`src/core/sifb_map.svh`:
```
// register offsets, field masks and reset values of the interrupt flag bank
// assumes an 8-bit register port with 7-bit addresses
`ifndef SIFB_MAP_SVH
`define SIFB_MAP_SVH
`define SIFB_OFS_SUMMARY 7'h50
`define SIFB_OFS_FLAGS1 7'h51
`define SIFB_OFS_FLAGS2 7'h52
`define SIFB_OFS_FLAGS3 7'h53
`define SIFB_OFS_MASK1 7'h56
`define SIFB_OFS_MASK2 7'h57
`define SIFB_OFS_MASK3 7'h58
`define SIFB_OFS_FLAGS4 7'h5a
`define SIFB_OFS_MASK4 7'h5e
`define SIFB_USED1 8'hb0
`define SIFB_USED2 8'hf7
`define SIFB_USED3 8'hbc
`define SIFB_USED4 8'hcc
`define SIFB_MUSED2 8'h37
`define SIFB_RST_FLAGS1 8'h00
`define SIFB_RST_FLAGS2 8'h40
`define SIFB_RST_FLAGS3 8'h00
`define SIFB_RST_FLAGS4 8'h00
`define SIFB_RST_MASK1 8'hb0
`define SIFB_RST_MASK2 8'h37
`define SIFB_RST_MASK3 8'hbc
`define SIFB_RST_MASK4 8'hcc
`define SIFB_RST_SUMMARY 8'ha0
`define SIFB_SUM_ALL 7
`define SIFB_SUM_G1 6
`define SIFB_SUM_G2 5
`define SIFB_SUM_G3 4
`define SIFB_SUM_G4 2
`define SIFB_SUM_RESERVED_FIELD 8'h0b
`define SIFB_BIT_FAULT_SLEEP 7
`define SIFB_BIT_POWER_UP 6
`endif

```
`src/core/sifb_pkg.sv`:
```
// types shared by the interrupt flag bank
// assumes the map header carries every number
package sifb_pkg;
  typedef logic [7:0] sifb_byte_t;
  typedef logic [6:0] sifb_addr_t;
endpackage

```
`src/core/sifb_interrupt_flag_bank.sv`:
```
// interrupt flag bank: four sticky write-one-to-clear groups, masks, summary
// assumes event inputs are single-clock pulses or levels from on-chip logic
// and a decoded register port from the serial front end on the same clock
`timescale 1ns/100ps
`include "sifb_map.svh"

module sifb_interrupt_flag_bank (
  input wire logic clock,
  input wire logic srst,
  input wire logic clockEn,
  input wire logic regWrite,
  input wire sifb_pkg::sifb_addr_t regAddr,
  input wire sifb_pkg::sifb_byte_t regWdata,
  output sifb_pkg::sifb_byte_t regRdata,
  input wire logic watchdogErrorEvent,
  input wire logic localWakeEvent,
  input wire logic sleepWaitTimerExpired,
  input wire logic faultSleepEntry,
  input wire logic regulatorOvervoltage,
  input wire logic batteryUndervoltage,
  input wire logic regulatorUndervoltage,
  input wire logic regulatorBusOvertemp,
  input wire logic switchOvertemp,
  input wire logic serialStatusError,
  input wire logic failsafeEntry,
  input wire logic serialChecksumError,
  input wire logic regulatorShort,
  input wire logic restartLimit,
  input wire logic busWake,
  input wire logic busDominantTimeout,
  input wire logic switchOvercurrent,
  input wire logic switchOpenLoad,
  output logic interruptOut,
  output sifb_pkg::sifb_byte_t groupSummary
);
  import sifb_pkg::*;

  localparam sifb_byte_t USED [4] = '{`SIFB_USED1, `SIFB_USED2, `SIFB_USED3, `SIFB_USED4};
  localparam sifb_byte_t MUSED [4] = '{`SIFB_USED1, `SIFB_MUSED2, `SIFB_USED3, `SIFB_USED4};
  localparam sifb_addr_t FOFS [4] =
    '{`SIFB_OFS_FLAGS1, `SIFB_OFS_FLAGS2, `SIFB_OFS_FLAGS3, `SIFB_OFS_FLAGS4};
  localparam sifb_addr_t MOFS [4] =
    '{`SIFB_OFS_MASK1, `SIFB_OFS_MASK2, `SIFB_OFS_MASK3, `SIFB_OFS_MASK4};
  localparam sifb_byte_t FRST [4] =
    '{`SIFB_RST_FLAGS1, `SIFB_RST_FLAGS2, `SIFB_RST_FLAGS3, `SIFB_RST_FLAGS4};
  localparam sifb_byte_t MRST [4] =
    '{`SIFB_RST_MASK1, `SIFB_RST_MASK2, `SIFB_RST_MASK3, `SIFB_RST_MASK4};

  sifb_byte_t flag_r [4];
  sifb_byte_t flag_nxt [4];
  sifb_byte_t mask_r [4];
  sifb_byte_t mask_nxt [4];
  sifb_byte_t evt [4];
  sifb_byte_t sumNow;
  sifb_byte_t rdNow;
  logic irqNow;

  // event vectors laid out at flag bit positions
  always_comb begin
    evt[0] = {watchdogErrorEvent, 1'b0, localWakeEvent, sleepWaitTimerExpired, 4'h0};
    evt[1] = {faultSleepEntry, 1'b0, regulatorOvervoltage, batteryUndervoltage, 1'b0,
              regulatorUndervoltage, regulatorBusOvertemp, switchOvertemp};
    evt[2] = {serialStatusError, 1'b0, failsafeEntry, serialChecksumError, regulatorShort,
              restartLimit, 2'b00};
    evt[3] = {busWake, busDominantTimeout, 2'b00, switchOvercurrent, switchOpenLoad,
              2'b00};
  end

  // fail-safe is an edge-free level here, so entry is taken as a pulse from outside;
  // a held level would re-set the flag and defeat clearing while in fail-safe
  genvar g;
  generate
    for (g = 0; g < 4; g++) begin : grp
      always_comb begin
        flag_nxt[g] = flag_r[g];
        mask_nxt[g] = mask_r[g];
        if (regWrite && regAddr == FOFS[g]) begin
          flag_nxt[g] = flag_r[g] & ~regWdata;
        end
        flag_nxt[g] = (flag_nxt[g] | evt[g]) & USED[g];
        if (regWrite && regAddr == MOFS[g]) begin
          mask_nxt[g] = regWdata & MUSED[g];
        end
      end
      always_ff @(posedge clock) begin
        if (srst) begin
          flag_r[g] <= FRST[g];
          mask_r[g] <= MRST[g];
        end else if (clockEn) begin
          flag_r[g] <= flag_nxt[g];
          mask_r[g] <= mask_nxt[g];
        end
      end
    end
  endgenerate

  // summary follows the next flag values so its register matches the flags each cycle
  always_comb begin
    sumNow = 8'h00;
    sumNow[`SIFB_SUM_G1] = |flag_nxt[0];
    sumNow[`SIFB_SUM_G2] = |flag_nxt[1];
    sumNow[`SIFB_SUM_G3] = |flag_nxt[2];
    sumNow[`SIFB_SUM_G4] = |flag_nxt[3];
    sumNow[`SIFB_SUM_ALL] = |{flag_nxt[0], flag_nxt[1], flag_nxt[2], flag_nxt[3]};
    irqNow = |{flag_nxt[0] & mask_nxt[0], flag_nxt[1] & mask_nxt[1],
               flag_nxt[2] & mask_nxt[2], flag_nxt[3] & mask_nxt[3]};
  end

  // read data is registered: it answers one cycle after the address
  always_comb begin
    rdNow = 8'h00;
    for (int i = 0; i < 4; i++) begin
      if (regAddr == FOFS[i]) rdNow = flag_r[i];
      if (regAddr == MOFS[i]) rdNow = mask_r[i];
    end
    if (regAddr == `SIFB_OFS_SUMMARY) rdNow = groupSummary;
  end

  always_ff @(posedge clock) begin
    if (srst) begin
      groupSummary <= `SIFB_RST_SUMMARY;
      interruptOut <= 1'b0;
      regRdata <= 8'h00;
    end else if (clockEn) begin
      groupSummary <= sumNow;
      interruptOut <= irqNow;
      regRdata <= rdNow;
    end
  end

  // summary and interrupt registers load from the next flag values, so they match flag_r each cycle; the edge after reset is skipped
  sum_tracks_a: assert property (@(posedge clock) disable iff (srst)
    $past(clockEn) && !$past(srst) |-> groupSummary[`SIFB_SUM_G1] == |flag_r[0])
    else $error("group one summary out of step");
  sum_group2_a: assert property (@(posedge clock) disable iff (srst)
    $past(clockEn) && !$past(srst) |-> groupSummary[`SIFB_SUM_G2] == |flag_r[1])
    else $error("group two summary out of step");
  sum_group3_a: assert property (@(posedge clock) disable iff (srst)
    $past(clockEn) && !$past(srst) |-> groupSummary[`SIFB_SUM_G3] == |flag_r[2])
    else $error("group three summary out of step");
  sum_group4_a: assert property (@(posedge clock) disable iff (srst)
    $past(clockEn) && !$past(srst) |-> groupSummary[`SIFB_SUM_G4] == |flag_r[3])
    else $error("group four summary out of step");
  sum_reserved_field_a: assert property (@(posedge clock) disable iff (srst)
    (groupSummary & `SIFB_SUM_RESERVED_FIELD) == 8'h00)
    else $error("reserved summary bit set");
  sum_global_a: assert property (@(posedge clock) disable iff (srst)
    $past(clockEn) && !$past(srst) |->
    groupSummary[`SIFB_SUM_ALL] == |{flag_r[0], flag_r[1], flag_r[2], flag_r[3]})
    else $error("global summary wrong");
  sum_reset_a: assert property (@(posedge clock)
    srst |=> groupSummary[`SIFB_SUM_ALL])
    else $error("global summary not one after reset");

  wd_set_a: assert property (@(posedge clock) disable iff (srst)
    clockEn && watchdogErrorEvent |=> flag_r[0][7])
    else $error("watchdog flag not set");
  lwu_set_a: assert property (@(posedge clock) disable iff (srst)
    clockEn && localWakeEvent |=> flag_r[0][5])
    else $error("local wake flag not set");
  wake_timeout_error_flag_set_a: assert property (@(posedge clock) disable iff (srst)
    clockEn && sleepWaitTimerExpired |=> flag_r[0][4])
    else $error("wake timeout flag not set");
  hold_flag_a: assert property (@(posedge clock) disable iff (srst)
    clockEn && flag_r[1][`SIFB_BIT_POWER_UP] && !(regWrite && regAddr == `SIFB_OFS_FLAGS2)
    |=> flag_r[1][`SIFB_BIT_POWER_UP])
    else $error("power-up flag dropped");
  pwr_reset_a: assert property (@(posedge clock)
    srst |=> flag_r[1][`SIFB_BIT_POWER_UP])
    else $error("power-up flag not one after reset");
  pwr_clear_a: assert property (@(posedge clock) disable iff (srst)
    clockEn && regWrite && regAddr == `SIFB_OFS_FLAGS2 && regWdata[`SIFB_BIT_POWER_UP]
    |=> !flag_r[1][`SIFB_BIT_POWER_UP])
    else $error("power-up flag not cleared");
  sleep_cause_a: assert property (@(posedge clock) disable iff (srst)
    clockEn && !faultSleepEntry && !flag_r[1][`SIFB_BIT_FAULT_SLEEP]
    |=> !flag_r[1][`SIFB_BIT_FAULT_SLEEP])
    else $error("fault-sleep flag set without cause");
  fault_sleep_a: assert property (@(posedge clock) disable iff (srst)
    clockEn && faultSleepEntry |=> flag_r[1][`SIFB_BIT_FAULT_SLEEP])
    else $error("fault-sleep flag not set");
  ovv_set_a: assert property (@(posedge clock) disable iff (srst)
    clockEn && regulatorOvervoltage |=> flag_r[1][5])
    else $error("overvoltage flag not set");
  batt_uv_a: assert property (@(posedge clock) disable iff (srst)
    clockEn && batteryUndervoltage |=> flag_r[1][4])
    else $error("battery undervoltage flag not set");
  reg_uv_a: assert property (@(posedge clock) disable iff (srst)
    clockEn && regulatorUndervoltage |=> flag_r[1][2])
    else $error("regulator undervoltage flag not set");
  reg_hot_a: assert property (@(posedge clock) disable iff (srst)
    clockEn && regulatorBusOvertemp |=> flag_r[1][1])
    else $error("regulator thermal flag not set");
  switch_hot_a: assert property (@(posedge clock) disable iff (srst)
    clockEn && switchOvertemp |=> flag_r[1][0])
    else $error("switch thermal flag not set");

  serial_err_a: assert property (@(posedge clock) disable iff (srst)
    clockEn && serialStatusError |=> flag_r[2][7])
    else $error("serial error flag not set");
  fs_set_a: assert property (@(posedge clock) disable iff (srst)
    clockEn && failsafeEntry |=> flag_r[2][5])
    else $error("fail-safe flag not set");
  clear_one_a: assert property (@(posedge clock) disable iff (srst)
    clockEn && !failsafeEntry && regWrite && regAddr == `SIFB_OFS_FLAGS3 && regWdata[5]
    |=> !flag_r[2][5])
    else $error("fail-safe flag not cleared");
  checksum_set_a: assert property (@(posedge clock) disable iff (srst)
    clockEn && serialChecksumError |=> flag_r[2][4])
    else $error("checksum flag not set");
  short_set_a: assert property (@(posedge clock) disable iff (srst)
    clockEn && regulatorShort |=> flag_r[2][3])
    else $error("regulator short flag not set");
  restart_set_a: assert property (@(posedge clock) disable iff (srst)
    clockEn && restartLimit |=> flag_r[2][2])
    else $error("restart limit flag not set");
  bus_wake_a: assert property (@(posedge clock) disable iff (srst)
    clockEn && busWake |=> flag_r[3][7])
    else $error("bus wake flag not set");
  dom_timeout_a: assert property (@(posedge clock) disable iff (srst)
    clockEn && busDominantTimeout |=> flag_r[3][6])
    else $error("dominant timeout flag not set");
  overcurrent_a: assert property (@(posedge clock) disable iff (srst)
    clockEn && switchOvercurrent |=> flag_r[3][3])
    else $error("overcurrent flag not set");
  open_load_a: assert property (@(posedge clock) disable iff (srst)
    clockEn && switchOpenLoad |=> flag_r[3][2])
    else $error("open load flag not set");

  mask_write_a: assert property (@(posedge clock) disable iff (srst)
    clockEn && regWrite && regAddr == `SIFB_OFS_MASK1
    |=> mask_r[0] == ($past(regWdata) & MUSED[0]))
    else $error("mask write not taken");
  irq_mask_a: assert property (@(posedge clock) disable iff (srst)
    $past(clockEn) && !$past(srst) |->
    interruptOut == |{flag_r[0] & mask_r[0], flag_r[1] & mask_r[1],
                      flag_r[2] & mask_r[2], flag_r[3] & mask_r[3]})
    else $error("interrupt not matching masked flags");
  mask_reset_a: assert property (@(posedge clock)
    srst |=> mask_r[0] == MRST[0] && mask_r[1] == MRST[1] && mask_r[2] == MRST[2]
    && mask_r[3] == MRST[3])
    else $error("mask reset value wrong");
  reserved_field_low_a: assert property (@(posedge clock) disable iff (srst)
    (mask_r[0] & ~MUSED[0]) == 8'h00 && (mask_r[1] & ~MUSED[1]) == 8'h00
    && (mask_r[2] & ~MUSED[2]) == 8'h00)
    else $error("reserved mask bits set");
  open_load_en_a: assert property (@(posedge clock) disable iff (srst)
    clockEn && regWrite && regAddr == `SIFB_OFS_MASK4
    |=> mask_r[3][2] == $past(regWdata[2]))
    else $error("open-load enable not written");
  reserved_field_zero_a: assert property (@(posedge clock) disable iff (srst)
    (flag_r[2] & ~USED[2]) == 8'h00 && (mask_r[3] & ~MUSED[3]) == 8'h00)
    else $error("reserved bits set");
  reserved_field_flags_a: assert property (@(posedge clock) disable iff (srst)
    (flag_r[0] & ~USED[0]) == 8'h00 && (flag_r[1] & ~USED[1]) == 8'h00
    && (flag_r[3] & ~USED[3]) == 8'h00)
    else $error("reserved flag bits set");
  set_wins_a: assert property (@(posedge clock) disable iff (srst)
    clockEn && busWake && regWrite && regAddr == `SIFB_OFS_FLAGS4 && regWdata[7]
    |=> flag_r[3][7])
    else $error("clear beat a set");
  clear_w1c_a: assert property (@(posedge clock) disable iff (srst)
    clockEn && !watchdogErrorEvent && regWrite && regAddr == `SIFB_OFS_FLAGS1 && regWdata[7]
    |=> !flag_r[0][7])
    else $error("watchdog flag not cleared");
  zero_keeps_a: assert property (@(posedge clock) disable iff (srst)
    clockEn && flag_r[2][4] && !(regWrite && regAddr == `SIFB_OFS_FLAGS3 && regWdata[4])
    |=> flag_r[2][4])
    else $error("flag dropped without a one write");
  rd_flags_a: assert property (@(posedge clock) disable iff (srst)
    clockEn && regAddr == `SIFB_OFS_FLAGS4 |=> regRdata == $past(flag_r[3]))
    else $error("flag read data wrong");
  rd_unmapped_a: assert property (@(posedge clock) disable iff (srst)
    clockEn && regAddr > `SIFB_OFS_MASK4 |=> regRdata == 8'h00)
    else $error("unmapped read not zero");
  rd_summary_a: assert property (@(posedge clock) disable iff (srst)
    clockEn && regAddr == `SIFB_OFS_SUMMARY |=> regRdata == $past(groupSummary))
    else $error("summary read data wrong");
  freeze_hold_a: assert property (@(posedge clock) disable iff (srst)
    !clockEn |=> $stable(groupSummary) && $stable(interruptOut) && $stable(regRdata))
    else $error("outputs moved with clock enable low");

  cov_irq_c: cover property (@(posedge clock) disable iff (srst) $rose(interruptOut));
  cov_clear_c: cover property (@(posedge clock) disable iff (srst)
    flag_r[3][3] ##1 !flag_r[3][3]);
  cov_masked_c: cover property (@(posedge clock) disable iff (srst)
    flag_r[0][5] && !mask_r[0][5] && !interruptOut);
  cov_race_c: cover property (@(posedge clock) disable iff (srst)
    clockEn && watchdogErrorEvent && regWrite && regAddr == `SIFB_OFS_FLAGS1 && regWdata[7]);
  cov_freeze_c: cover property (@(posedge clock) disable iff (srst) !clockEn && busWake);
endmodule

```
`config.mk`:
```
export PLATFORM = sky130hd
export DESIGN_NAME = sifb_interrupt_flag_bank
export DESIGN_NICKNAME = d
export VERILOG_FILES = /design/src/core/sifb_pkg.sv /design/src/core/sifb_interrupt_flag_bank.sv
export VERILOG_INCLUDE_DIRS = /design/src /design/src/core
export SDC_FILE = /design/constraint.sdc
export NUM_CORES = 1
export LEC_CHECK = 0
export ABC_AREA = 1
export BUFFER_PORTS_ARGS = -buffer_cell sky130_fd_sc_hd__buf_4
export CORE_MARGIN = 1.5
export CORE_UTILIZATION = 40
export CTS_CLUSTER_DIAMETER = 30
export DETAILED_ROUTE_END_ITERATION = 7
export RECOVER_POWER = 50
export SYNTH_ARGS = -nofsm -noshare
export SYNTH_HDL_FRONTEND = slang
export SYNTH_SLANG_ARGS = --single-unit
```
`constraint.sdc`:
```
create_clock -name clock -period 1.6 [get_ports clock]
set_input_delay 0.08 -clock clock [delete_from_list [all_inputs] [get_ports clock]]
set_output_delay 0.08 -clock clock [all_outputs]
set_load 0.01 [all_outputs]
```
---- Word level (Yosys, flattened, before mapping) ----
Memory sizes are Yosys's and may differ from the RTL's.
Cells that the tools add are included.
word-level totals
  bits in read-only memories .............. 0
  output and inout bits ................... 17
  register bits after elaboration ......... 14
  bits of input ports ..................... 37
  memories kept ........................... 2
  logic and storage cells ................. 79
  bits in latches ......................... 0
  memory bits (writable) .................. 64
operators by class
  reductions and logical operators ........ 14
  add/sub/neg operators ................... 0
  multiplexer cells ....................... 30
  bitwise gates (word level) .............. 21
  order comparisons ....................... 0
  $mul .................................... 0
  equal/unequal tests ..................... 9
  shifts and indexed selects .............. 0
  div/mod/pow operators ................... 0
memories
  name    words  width  rd ports  clocked after memory_dff  wr ports  line                            text
  flag_r  4      8      4         0                         4         sifb_interrupt_flag_bank.sv:49  sifb_byte_t flag_r [4];
  mask_r  4      8      4         0                         4         sifb_interrupt_flag_bank.sv:51  sifb_byte_t mask_r [4];
operators by type and width
  kind                  number
  $mux W8               25
  $and A8 B8 Y8         8
  $eq A7 B7 Y1 const B  9
  $or A8 B8 Y8          4
  $reduce_or A32 Y1     1
  $reduce_or A19 Y1     1
  $logic_and A1 B1 Y1   8
  $not A8 Y8            1
  $or A1 B1 Y1          8
  $reduce_or A7 Y1      1
  $mux W1               5
  $reduce_or A5 Y1      1
  $reduce_or A4 Y1      1
  $reduce_or A3 Y1      1

---- Depth between registers and ports, before layout ----
  depth in word-level cells ............... 10
  depth in mapped cells ................... 13
  mapped depth without buffers ............ 13

---- Worst setup path after synthesis ----
OpenSTA, ideal clock, no wires.
  kind .................................... input to register
  from .................................... input clockEn
  to ...................................... memory flag_r[0][4] (netlist bit) (enable)
  buffers on the path ..................... 0
  cell stages on the path ................. 2
  arrival ................................. 0.887 ns
  data required time ...................... 1.206 ns
  library setup time ...................... 0.394 ns
  path slack .............................. 0.319 ns
  cells stage by stage .................... nor2_1 > inv_1
RTL lines
  element             line                            text
  start: declaration  sifb_interrupt_flag_bank.sv:10  input wire logic clockEn,
  end: declaration    sifb_interrupt_flag_bank.sv:49

==> run_results.csv <==
group,metric,value,unit
cts,cts_root_buf,"clkbuf_8",
critical_path,worst_setup_path_end_kind,"flop",
worst_hold_path,hold_depth,3,
grt,grt_pass1_wl,15090,um
cells_and_area,antenna_cells,0,
worst_hold_path,hp-class,"in2reg",
grt,grt_pass1_vias,2989,
logic_synthesis,yosysUniqueCellTypes,37,
die,core,8175,um^2
critical_path,crit_arrival,1.72,ns
logic_synthesis,async_flop_share,0,%
logic_synthesis,ys_seq_area_share,42.12,%
detailed_routing,num_vias,3190,
detailed_routing,wl_per_cell,14.77,um
power_and_ir_drop,ir_drop,435.8,uV
power_and_ir_drop,p_leak,0.001894,uW
logic_synthesis,synth_edf_count,38,
logic_synthesis,yosysWarnings,0,
critical_path,critical_path_class,"reg2reg",
die,dieHeight,94.85,um
cells_and_area,drive_gt1_share,21.76,%
detailed_routing,dr.first_iter.drc_count,203,
cts,numCtsBuffers,5,
critical_path,crit_start,"flag_r[3][7]$_SDFFCE_PN0P_",
critical_path,required,1.83,ns
cells_and_area,area_growth,19.58,%
timing,max_clock_freq,0.6687,GHz
critical_path,path_cells,"inv_1, nor2_1, nand4_1, nand3_1, nand2_1, nand2_1, nor2_1, nand3_1, o21bai_1, nand2_1",
detailed_routing,dr.pass1.iters,5,
critical_path,cp.depth,10,
timing,tightest_slew,0.5707,ns
worst_hold_path,min-delay-start,"clockEn",
critical_path,slowest_stage,"edfxtp_1",
critical_path,max_stage_delay,0.40,ns
cells_and_area,nNetsFinal,560,
cts,cts_tree,"built",
placement,io_buffers,50,
grt,grt_max_degree,41,
timing,fin_crit_sh,93.47,%
critical_path,crit_family,"simple AND/OR/NAND/NOR gates",
critical_path,r2r-start,"flag_r[3][7]$_SDFFCE_PN0P_",
cells_and_area,layout_commonest_cell,"nand2_1",
timing,clock_skew,0.01630,ns
die,die_area,8997,um^2
timing,timing.slew.headroom,61.96,%
timing,fin_setup_tns,0,ns
critical_path,r2r_slack,0.10,ns
die,core.rowCount,33,
logic_synthesis,ys_ff_latch,52,
logic_synthesis,ys_top_cells_by_area,"edfxtp_1, nand2_1, dfxtp_1",
status,outcome,"completed",
die,die_w,94.85,um
critical_path,reg2reg_depth,10,
cells_and_area,final_cell_mix,"nand2_1, inv_1, buf_4",
critical_path,path_buf_inv,1,
logic_synthesis,synth_top_area_cell,"edfxtp_1",
cts,cts.htree.levels,2,
detailed_routing,drc,0,
cts,clkTransAtPathRegs,0.12,ns
critical_path,critPathLaunchType,"flop",
logic_synthesis,synth_top_area_share,33.82,%
placement,pre_cts_ws,-0.1173,ns
power_and_ir_drop,power.density,691.3,nW/um^2
timing,fin_crit,1.495,ns
critical_path,cp_common_cell,"nand2_1",
detailed_routing,detail-route-antenna-nets,0,
grt,antenna_found_initial,0,
grt,grt_overflow,0,
logic_synthesis,synth_ff_type,"edfxtp_1",
timing,setup_viol,0,
timing,fin_ws,0.1046,ns
placement,place.gp.congestion,0.8806,
die,start_util,41.28,%
logic_synthesis,avgSynthCellArea,7.433,um^2
cts,insertion_delay,0.32,ns
cts,clock_path_buffers,2,
placement,hpwl,7156,um
die,io_pins,54,
cts,cts_sinks,52,
detailed_routing,finalWirelength,9292,um
detailed_routing,via_per_inst,5.072,
critical_path,critPathMaxFanout,2,
logic_synthesis,syn_inst,454,
grt,grt_usage,22.11,%
cts,cts_resized,0,
timing,rsz0062_at_grt,"false",
timing,hold_viol,0,
logic_synthesis,synth_area,3374,um^2
timing,maxSlewViolCount,0,
run,drv_cap,0,
==> repair_timing <==
action | 4_1_cts | 5_1_grt
endpoints found under the setup margin | 0 | 1
buffers inserted | 0 | 2
hold buffers | 1 | 0
hold endpoints to repair | 2 | 0
==> metrics by stage <==
stage	hold WS (ns)	cell area [um^2]	instances	util [%]	power (uW)
finish	0.02040	4035	629	49.36	2789
CTS	0.01469	4089	627	50.02	2818
floorplan	0.1491	3382	456	-	1807
global route	0.04491	4035	629	49.36	2911
global placement	0.2652	3985	618	48.75	2010
detailed placement	0.2711	3985	618	48.75	2013
==> cells by family after synthesis <==
logic type             after synthesis  share of synthesized area (%)
AND/OR/NAND/NOR                    274                          38.90
buffers and inverters               80                          10.60
AO/OA/AOI/OAI                       47                          8.269
flip-flops                          52                          42.12
other                                1                         0.1111
==> routing by layer <==
metal	global-route usage, %	vias to the layer above	wire length, um
li1	-	1609	-
met1	31.63	1454	4270
met2	34.88	112	4254
met3	2.899	15	588
met4	6.095	0	179
met5	0	-	0
==> tightest hold or removal path: cells and delay by family <==
family                 cells  cell delay [ns]
AND/OR/NAND/NOR            1             0.06
AO/OA/AOI/OAI              1             0.05
buffers and inverters      1             0.12
==> state kept, by name (all words and copies together), names as in the netlist <==
register and flops:
flag_r 19, mask_r 19, regRdata 8, groupSummary 5, interruptOut 1
==> final cells by class <==
cell class | instances | area (um^2)
inverter | 63 | 236.5
sequential | 52 | 1421
clock inverter | 3 | 25.02
multi-input combinational | 324 | 1603
timing repair buffer | 77 | 549.3
clock buffer | 5 | 68.82
fill | 843 | 4140
tap | 105 | 131.4
==> cells in the mapped netlist, types with 2 or more instances <==
cell type,count
nand2_1,132
inv_1,59
nor2_1,52
edfxtp_1,38
nand3_1,23
nand4_1,20
o21ai_0,15
dfxtp_1,14
or2_2,14
o21ai_1,9
nand3b_1,8
a21oi_1,7
clkbuf_1,6
nand2_2,6
nand3_2,6
buf_4,5
nor2_2,5
inv_2,4
nor2_4,4
a311oi_1,3
o211ai_1,3
a31oi_1,2
buf_2,2
buf_6,2
o21ai_2,2
o22ai_1,2
==> final timing paths <==
| path | to |
|---|---|
| worst min-delay path | regRdata[0]$_SDFFE_PP0P_ |
| worst min register to register | regRdata[7]$_SDFFE_PP0P_ |
| worst max register to register | interruptOut$_SDFFE_PP0P_ |
| worst max-delay path | interruptOut$_SDFFE_PP0P_ |
==> where the power goes <==
part	switching, uW	internal (uW)	total, uW
Combinational	278	172	450
Clock	491	320	811
Sequential	31.5	1500	1530
Total	800	1990	2790
(Power assumes the default switching activity.)
